File: config.mk
export PLATFORM = sky130hd
export DESIGN_NAME = phy_led_strap_reset_ctrl
export DESIGN_NICKNAME = d
export VERILOG_FILES = /design/src/hw/phy_aux_pkg.sv /design/src/hw/blink_divider.sv /design/src/hw/pin_sync.sv /design/src/hw/phy_led_strap_reset_ctrl.sv
export SDC_FILE = /design/constraint.sdc
export NUM_CORES = 1
export LEC_CHECK = 0
export ABC_CLOCK_PERIOD_IN_PS = 4950
export BUFFER_PORTS_ARGS = -buffer_cell sky130_fd_sc_hd__buf_4
export CELL_PAD_IN_SITES_DETAIL_PLACEMENT = 1
export CELL_PAD_IN_SITES_GLOBAL_PLACEMENT = 1
export CORE_MARGIN = 2
export CORE_UTILIZATION = 45
export DETAILED_ROUTE_END_ITERATION = 7
export PLACE_DENSITY = 0.86
export SLEW_MARGIN = 20
export SYNTH_ARGS = -nofsm -noshare
export SYNTH_HDL_FRONTEND = slang
export SYNTH_SLANG_ARGS = --single-unit
File: constraint.sdc
create_clock -name clock -period 4.95 [get_ports clock]
set_clock_uncertainty 0.15 [all_clocks]
set_input_delay 0.7425 -clock clock [delete_from_list [all_inputs] [get_ports clock]]
set_output_delay 0.7425 -clock clock [all_outputs]
set_load 0.01 [all_outputs]
File: src/hw/phy_aux_pkg.sv
package phy_aux_pkg;
  localparam int unsigned CLOCK_HZ = 40_000_000;
  localparam int unsigned RESET_MIN_US = 1000;
  // strictly more than 1 ms: one extra cycle on top of the rounded-down count
  localparam int unsigned RESET_CYCLES = (CLOCK_HZ / 1_000_000) * RESET_MIN_US + 1;
  localparam int unsigned BLINK_SLOW_HZ = 10;
  localparam int unsigned BLINK_FAST_HZ = 20;
  // half period of each blink, rounded down
  localparam int unsigned SLOW_HALF_CYCLES = CLOCK_HZ / (2 * BLINK_SLOW_HZ);
  localparam int unsigned FAST_HALF_CYCLES = CLOCK_HZ / (2 * BLINK_FAST_HZ);
  localparam int unsigned CNT_W = 24;
  localparam int unsigned LED_COUNT = 5;
  localparam int unsigned STRAP_SPEED_LOW_BIT = 7;
  localparam int unsigned STRAP_ACTIVITY_BIT = 6;
  localparam int unsigned STRAP_LINK_BIT = 5;
  localparam int unsigned STRAP_DUPLEX_BIT = 4;
  localparam int unsigned STRAP_SPEED_HIGH_BIT = 3;
  localparam int unsigned CODING_BYPASS_BIT = 1;
  localparam int unsigned CTRL_LOOPBACK_BIT = 14;
  localparam int unsigned CTRL_AUTONEG_BIT = 12;
  localparam int unsigned CTRL_POWER_DOWN_BIT = 11;
  localparam logic [15:0] REG_RESET = 16'h0000;
  typedef enum logic [1:0] {
    ST_POWER_UP,
    ST_RESETTING,
    ST_RUNNING
  } reset_state_t;
endpackage

File: src/hw/blink_divider.sv
`timescale 1ns/1ps
`default_nettype none
// free-running square wave; half period given in clock cycles
module blink_divider #(
  parameter int unsigned HALF_CYCLES = 2
) (
  input wire logic clock,
  input wire logic rst,
  output logic wave
);
  import phy_aux_pkg::*;
  localparam logic [CNT_W-1:0] LAST = CNT_W'(HALF_CYCLES - 1);
  logic [CNT_W-1:0] count;
  wire at_last = (count == LAST);
  always_ff @(posedge clock) begin
    if (rst) begin
      count <= '0;
      wave <= 1'b0;
    end else begin
      count <= at_last ? '0 : count + 1'b1;
      if (at_last) begin
        wave <= ~wave;
      end
    end
  end
endmodule
`default_nettype wire

File: src/hw/pin_sync.sv
`timescale 1ns/1ps
`default_nettype none
// two-flop synchroniser for a vector of pins
module pin_sync #(
  parameter int unsigned WIDTH = 1
) (
  input wire logic clock,
  input wire logic rst,
  input wire logic [WIDTH-1:0] async_in,
  output logic [WIDTH-1:0] sync_out
);
  logic [WIDTH-1:0] meta;
  always_ff @(posedge clock) begin
    if (rst) begin
      meta <= '0;
      sync_out <= '0;
    end else begin
      meta <= async_in;
      sync_out <= meta;
    end
  end
endmodule
`default_nettype wire

File: src/hw/phy_led_strap_reset_ctrl.sv
// Summary of operation
// - speed_low_led steady on at 10 Mb/s only
// - LED pin straps latched into bits 7..3
// - activity_led blinks 10 Hz during activity
// - link_led on for good link, blinks on activity
// - duplex_collision_led on in full duplex
// - half duplex collision blinks duplex LED 20 Hz
// - speed_high_led steady on at 100 Mb/s
// - autoneg on: straps select advertised modes
// - autoneg off: config_strap_a sets coding bypass bit
// - autoneg on: config_strap_b feeds advertisement select
// - autoneg off: config_strap_b sets loopback bit
// - power-up reset lasts more than 1 ms
// - reset_done low until reset completes
// - power-down is pin OR control bit
// - power-down tristates LEDs and transmit, isolates MII
`timescale 1ns/1ps
`default_nettype none
module phy_led_strap_reset_ctrl (
  input wire logic clock,
  input wire logic rst,
  input wire logic reset_n_pin,
  input wire logic power_down_pin,
  input wire logic config_strap_a,
  input wire logic config_strap_b,
  input wire logic [phy_aux_pkg::LED_COUNT-1:0] led_in,
  output logic [phy_aux_pkg::LED_COUNT-1:0] led_out,
  output logic [phy_aux_pkg::LED_COUNT-1:0] led_oe,
  input wire logic link_good,
  input wire logic speed_100,
  input wire logic full_duplex,
  input wire logic activity,
  input wire logic collision,
  input wire logic [3:0] reg_addr,
  input wire logic [15:0] reg_wdata,
  input wire logic reg_write,
  input wire logic reg_read,
  output logic [15:0] reg_rdata,
  output logic reset_done,
  output logic power_down,
  output logic tx_tristate,
  output logic mii_isolate,
  output logic [1:0] advert_select,
  output logic advert_valid
);
  import phy_aux_pkg::*;

  // LED vector order: [4]=speed_low [3]=activity [2]=link [1]=duplex [0]=speed_high
  localparam int unsigned LED_SPEED_LOW = 4;
  localparam int unsigned LED_ACTIVITY = 3;
  localparam int unsigned LED_LINK = 2;
  localparam int unsigned LED_DUPLEX = 1;
  localparam int unsigned LED_SPEED_HIGH = 0;
  localparam logic [3:0] ADDR_BASIC = 4'h0;
  localparam logic [3:0] ADDR_CODING = 4'h1;
  localparam logic [3:0] ADDR_STRAP = 4'h2;
  localparam logic [CNT_W-1:0] RESET_LAST = CNT_W'(RESET_CYCLES - 1);

  // pins from outside the clock domain
  logic [LED_COUNT+3:0] pins_sync;
  pin_sync #(
    .WIDTH(LED_COUNT + 4)
  ) u_sync (
    .clock(clock),
    .rst(rst),
    .async_in({led_in, reset_n_pin, power_down_pin, config_strap_a, config_strap_b}),
    .sync_out(pins_sync)
  );
  wire [LED_COUNT-1:0] led_in_s = pins_sync[LED_COUNT+3:4];
  wire reset_n_s = pins_sync[3];
  wire power_down_s = pins_sync[2];
  wire strap_a_s = pins_sync[1];
  wire strap_b_s = pins_sync[0];

  logic blink_slow;
  logic blink_fast;
  blink_divider #(
    .HALF_CYCLES(SLOW_HALF_CYCLES)
  ) u_slow (
    .clock(clock),
    .rst(rst),
    .wave(blink_slow)
  );
  blink_divider #(
    .HALF_CYCLES(FAST_HALF_CYCLES)
  ) u_fast (
    .clock(clock),
    .rst(rst),
    .wave(blink_fast)
  );

  // reset sequencer: rst is power-up, reset pin low restarts it
  reset_state_t state;
  reset_state_t next_state;
  logic [CNT_W-1:0] reset_count;
  logic [CNT_W-1:0] next_reset_count;
  logic [15:0] basic_control_register;
  logic [15:0] coding_control_register;
  logic [15:0] led_strap_register;

  wire count_done = (reset_count == RESET_LAST);
  wire in_reset = (state != ST_RUNNING);
  wire autoneg_on = basic_control_register[CTRL_AUTONEG_BIT];

  always_comb begin
    next_state = state;
    next_reset_count = reset_count;
    case (state)
      ST_POWER_UP: begin
        // pin level ignored: power-up always resets
        next_reset_count = '0;
        next_state = ST_RESETTING;
      end
      ST_RESETTING: begin
        next_reset_count = reset_count + 1'b1;
        if (!reset_n_s) begin
          next_reset_count = '0;
        end else if (count_done) begin
          next_state = ST_RUNNING;
        end
      end
      ST_RUNNING: begin
        if (!reset_n_s) begin
          next_reset_count = '0;
          next_state = ST_RESETTING;
        end
      end
      default: begin
        next_state = ST_POWER_UP;
      end
    endcase
  end

  always_ff @(posedge clock) begin
    if (rst) begin
      state <= ST_POWER_UP;
      reset_count <= '0;
    end else begin
      state <= next_state;
      reset_count <= next_reset_count;
    end
  end

  // straps sampled the cycle the sequencer leaves reset
  wire strap_take = (state == ST_RESETTING) && (next_state == ST_RUNNING);

  wire reg_wr_basic = reg_write && !in_reset && (reg_addr == ADDR_BASIC);
  wire reg_wr_coding = reg_write && !in_reset && (reg_addr == ADDR_CODING);

  always_ff @(posedge clock) begin
    if (rst) begin
      basic_control_register <= REG_RESET;
      coding_control_register <= REG_RESET;
      led_strap_register <= REG_RESET;
    end else if (strap_take) begin
      led_strap_register[STRAP_SPEED_LOW_BIT] <= led_in_s[LED_SPEED_LOW];
      led_strap_register[STRAP_ACTIVITY_BIT] <= led_in_s[LED_ACTIVITY];
      led_strap_register[STRAP_LINK_BIT] <= led_in_s[LED_LINK];
      led_strap_register[STRAP_DUPLEX_BIT] <= led_in_s[LED_DUPLEX];
      led_strap_register[STRAP_SPEED_HIGH_BIT] <= led_in_s[LED_SPEED_HIGH];
      if (!autoneg_on) begin
        coding_control_register[CODING_BYPASS_BIT] <= strap_a_s;
        basic_control_register[CTRL_LOOPBACK_BIT] <= strap_b_s;
      end
    end else begin
      if (reg_wr_basic) begin
        basic_control_register <= reg_wdata;
      end
      if (reg_wr_coding) begin
        coding_control_register <= reg_wdata;
      end
    end
  end

  wire [15:0] read_mux =
    (reg_addr == ADDR_BASIC) ? basic_control_register :
    (reg_addr == ADDR_CODING) ? coding_control_register :
    (reg_addr == ADDR_STRAP) ? led_strap_register : 16'h0000;

  // power-down from pin or control bit
  wire next_power_down = power_down_s || basic_control_register[CTRL_POWER_DOWN_BIT];

  // LED pattern, active high drive
  wire [LED_COUNT-1:0] led_pattern;
  assign led_pattern[LED_SPEED_LOW] = link_good && !speed_100;
  assign led_pattern[LED_ACTIVITY] = activity && blink_slow;
  assign led_pattern[LED_LINK] = link_good && !(activity && blink_slow);
  assign led_pattern[LED_DUPLEX] = full_duplex ? 1'b1 : (collision && blink_fast);
  assign led_pattern[LED_SPEED_HIGH] = link_good && speed_100;

  // LED pins are inputs during reset so strap resistors are readable
  wire led_drive = !in_reset && !next_power_down;

  always_ff @(posedge clock) begin
    if (rst) begin
      reg_rdata <= 16'h0000;
      reset_done <= 1'b0;
      power_down <= 1'b0;
      tx_tristate <= 1'b1;
      mii_isolate <= 1'b1;
      led_out <= '0;
      led_oe <= '0;
      advert_select <= 2'b00;
      advert_valid <= 1'b0;
    end else begin
      reg_rdata <= reg_read ? read_mux : 16'h0000;
      reset_done <= (next_state == ST_RUNNING);
      power_down <= next_power_down;
      tx_tristate <= next_power_down || in_reset;
      mii_isolate <= next_power_down || in_reset;
      led_out <= led_drive ? led_pattern : '0;
      led_oe <= led_drive ? '1 : '0;
      if (strap_take) begin
        advert_select <= {strap_b_s, strap_a_s};
      end
      advert_valid <= autoneg_on && !in_reset;
    end
  end

  // wave age since last flip; feeds the rate checks only
  localparam logic [CNT_W-1:0] SLOW_HALF = CNT_W'(SLOW_HALF_CYCLES);
  localparam logic [CNT_W-1:0] FAST_HALF = CNT_W'(FAST_HALF_CYCLES);
  localparam logic [CNT_W-1:0] AGE_START = CNT_W'(1'b1);
  logic slow_prev;
  logic fast_prev;
  logic [CNT_W-1:0] slow_age;
  logic [CNT_W-1:0] fast_age;
  wire slow_flip = (blink_slow != slow_prev);
  wire fast_flip = (blink_fast != fast_prev);

  always_ff @(posedge clock) begin
    if (rst) begin
      slow_prev <= 1'b0;
      fast_prev <= 1'b0;
      slow_age <= '0;
      fast_age <= '0;
    end else begin
      slow_prev <= blink_slow;
      fast_prev <= blink_fast;
      slow_age <= slow_flip ? AGE_START : slow_age + 1'b1;
      fast_age <= fast_flip ? AGE_START : fast_age + 1'b1;
    end
  end
endmodule
`default_nettype wire

==> reports/metrics.csv <==
metric,value,unit
die-area,15600,um^2
min_path_type,reg2reg,
clock_latency,420,ps
synth_top_family_by_area,simple AND/OR/NAND/NOR gates,
dr.first_iter.drc_count,312,
synthesis.instances,764,
r2r_start,u_fast.count[5],
synth_edf_count,0,
fmax,384,MHz
crit_path_cell_trace,buf_4 -> inv_1 -> nand2_1 -> or3_1 -> a2111oi_0,
hold_start,u_sync.meta[1],
async_flop_share,0,%
grt_antenna_before_repair,0,
ys_seq_area_share,48.5,%
cts.path.max_buffers,2,
synth-compound-area-share,14.0,%
cp.required,5080,ps
core,14400,um^2
synthSimpleGateAreaFrac,28.5,%
crit_family,simple AND/OR/NAND/NOR gates,
yosys.area_share.adder,0.763,%
num_vias,5915,
synth_cell_type_count,54,
ios,71,
clkTransAtPathRegs,60,ps
final-max-slew-violation-count,0,
synth_common_cells,"dfxtp_1 (159), nand2_1 (96), a21oi_1 (71), nor2_1 (69), nand3_1 (31)",
grt_max_degree,71,
port_buffers,70,
yosys.area.top_type,dfxtp_1,
worst_slack,2340,ps
cts_made_buffers,17,
power,2.70,mW
worst_pin_slew,1060,ps
fp-row-count,44,
post-route-period-util,52.6,%
post_drt_wl_per_cell,18.4,um
setup_viol,0,
place_ws,1670,ps
drive_above_1_share,13.8,%
synth_seq_cells,159,
synth-xor-area-share,4.41,%
cp-end-kind,register,
period_needed,2610,ps
drcViolationCount,0,
initial_core_util,45.6,%
ant_nets,0,
hpwlAfterDp,12700,um
slew_headroom,29.2,%
powerDensity,347,nW/um^2
crit_path_max_fanout,70,
path_buf_inv,2,
critPathArrivalTime,2740,ps
routed_via_density,5.85,
hold_depth,1,
synth_top_area_share,48.5,%
synthFlopType,dfxtp_1,
cp_slowest_cell,or3_1,
peakVddDrop,0.248,mV
cts-resized-gates,0,
nets,856,
yosysWarningCount,0,
synth_nets,806,
cts_htree_levels,4,
clock-root-buffer,clkbuf_16,
die_h,125,um
r2r_setup_slack,2590,ps
grt_usage,24.1,%
syn_area,6560,um^2
status,"complete, no violations",
path_class,in2reg,
cap_violations,0,
die_x,125,um
fin_hold_ws,287,ps
hold_viol,0,
finalSetupTns,0,ps
timing.rr.end,u_fast.count[19],
cts_tree,built,
ff2ff_path_depth,4,
diodes,0,
ctsHoldBuffers,0,
wirelength,18600,um
crit_path_max_incr_delay,490,ps
synthMuxAreaShare,0,%
drtPass1Iterations,4,
syn_to_final_growth,18.7,%
synthTopCellsByArea,"dfxtp_1 (49%), nand2_1 (5.5%), a21oi_1 (5.4%)",
gp_congestion,0.852,
rsz0062_at_grt,no,
grt_pass1_wl,30500,um
cts.sinks,159,
synth_area_per_cell,8.58,um^2
grt-ovfl-total,0,
startpoint_type,primary input,
cts_setup_buffers,0,
leakagePower,2.69,nW
synth.most_common_cell,dfxtp_1,
grt_pass1_vias,6254,
holdPathEnd,u_sync.sync_out[1],
per-layer routing:
| layer | share of wire [%] | vias up | GRT usage, % |
|---|---|---|---|
| li1 | - | 2827 | - |
| met4 | 3.1 | 0 | 10.0 |
| met5 | 0 | - | 0 |
| met3 | 4.4 | 43 | 5.88 |
| met1 | 40 | 2899 | 26.6 |
| met2 | 53 | 146 | 43.9 |
registers in the layout (all words and copies together), names as in the netlist, 5 cells and up:
signal,count
basic_control_register,16
coding_control_register,16
led_out,5
led_strap_register,5
reg_rdata,16
reset_count,24
u_fast.count,24
u_slow.count,24
u_sync.meta,9
u_sync.sync_out,9
cells in the final DEF, fill, tap and decap left out, types with 13 or more instances in the layout:
master and count:
or3_1 13, a21oi_1 71, xnor2_1 17, or4_1 18
o21ai_0 26, dfxtp_1 159, nor4_1 15, nand3_1 31
nand2_1 96, xor2_1 16, nand4_1 29, clkbuf_16 17
inv_1 19, nor2_1 69, buf_4 73, nor2b_1 24
area by class of cell:
cell class,count,area [um^2]
Multi-Input combinational cell,544,3160
Clock buffer,20,447
Timing Repair Buffer,73,548
Tap cell,184,230
Clock inverter,12,143
Fill cell,1683,6590
Inverter,19,71.3
Sequential cell,159,3180
per-stage QoR:
stage               util (%)  instance area, um^2  cells
detailed placement      50.0                 7180    979
CTS                     54.1                 7770   1011
global placement        50.0                 7180    979
global route            54.2                 7780   1011
floorplan                  -                 6560    764
finish                  54.2                 7780   1011
worst reg2reg max path, stage by stage, from the launching register on:
cell     delay (ps)
dfxtp_1         470
nand4_2         210
or4_1           690
or4_1           570
a21oi_1         190
cell families (layout without fill, tap and decap cells):
logic type,count (synthesis),in the layout
AO/OA/AOI/OAI,154,154
XOR/XNOR,33,33
adder cells (fa/ha/maj),4,4
buffers and inverters,61,124
flip-flops,159,159
AND/OR/NAND/NOR,353,353
worst max-delay path by stage:
stage	startpoint	endpoint	slack, ps	cells past startpoint
finish	rst	reg_rdata[3]	2340	5
global route	rst	reg_rdata[3]	2140	5
CTS	reg_addr[3]	basic_control_register[13]	2130	5
detailed placement	reg_addr[3]	basic_control_register[13]	1670	5
global placement	reg_addr[3]	basic_control_register[11]	1840	5
floorplan	reg_addr[3]	basic_control_register[15]	2570	6
where the power goes:
| group | total, mW | internal (mW) | switching [mW] | leakage, nW |
|---|---|---|---|---|
| clock network | 1.32 | 0.802 | 0.520 | 0.297 |
| logic | 0.0794 | 0.0344 | 0.0451 | 1.11 |
| registers | 1.30 | 1.29 | 0.00869 | 1.29 |
Note: power is estimated with default switching activity, not from simulation.
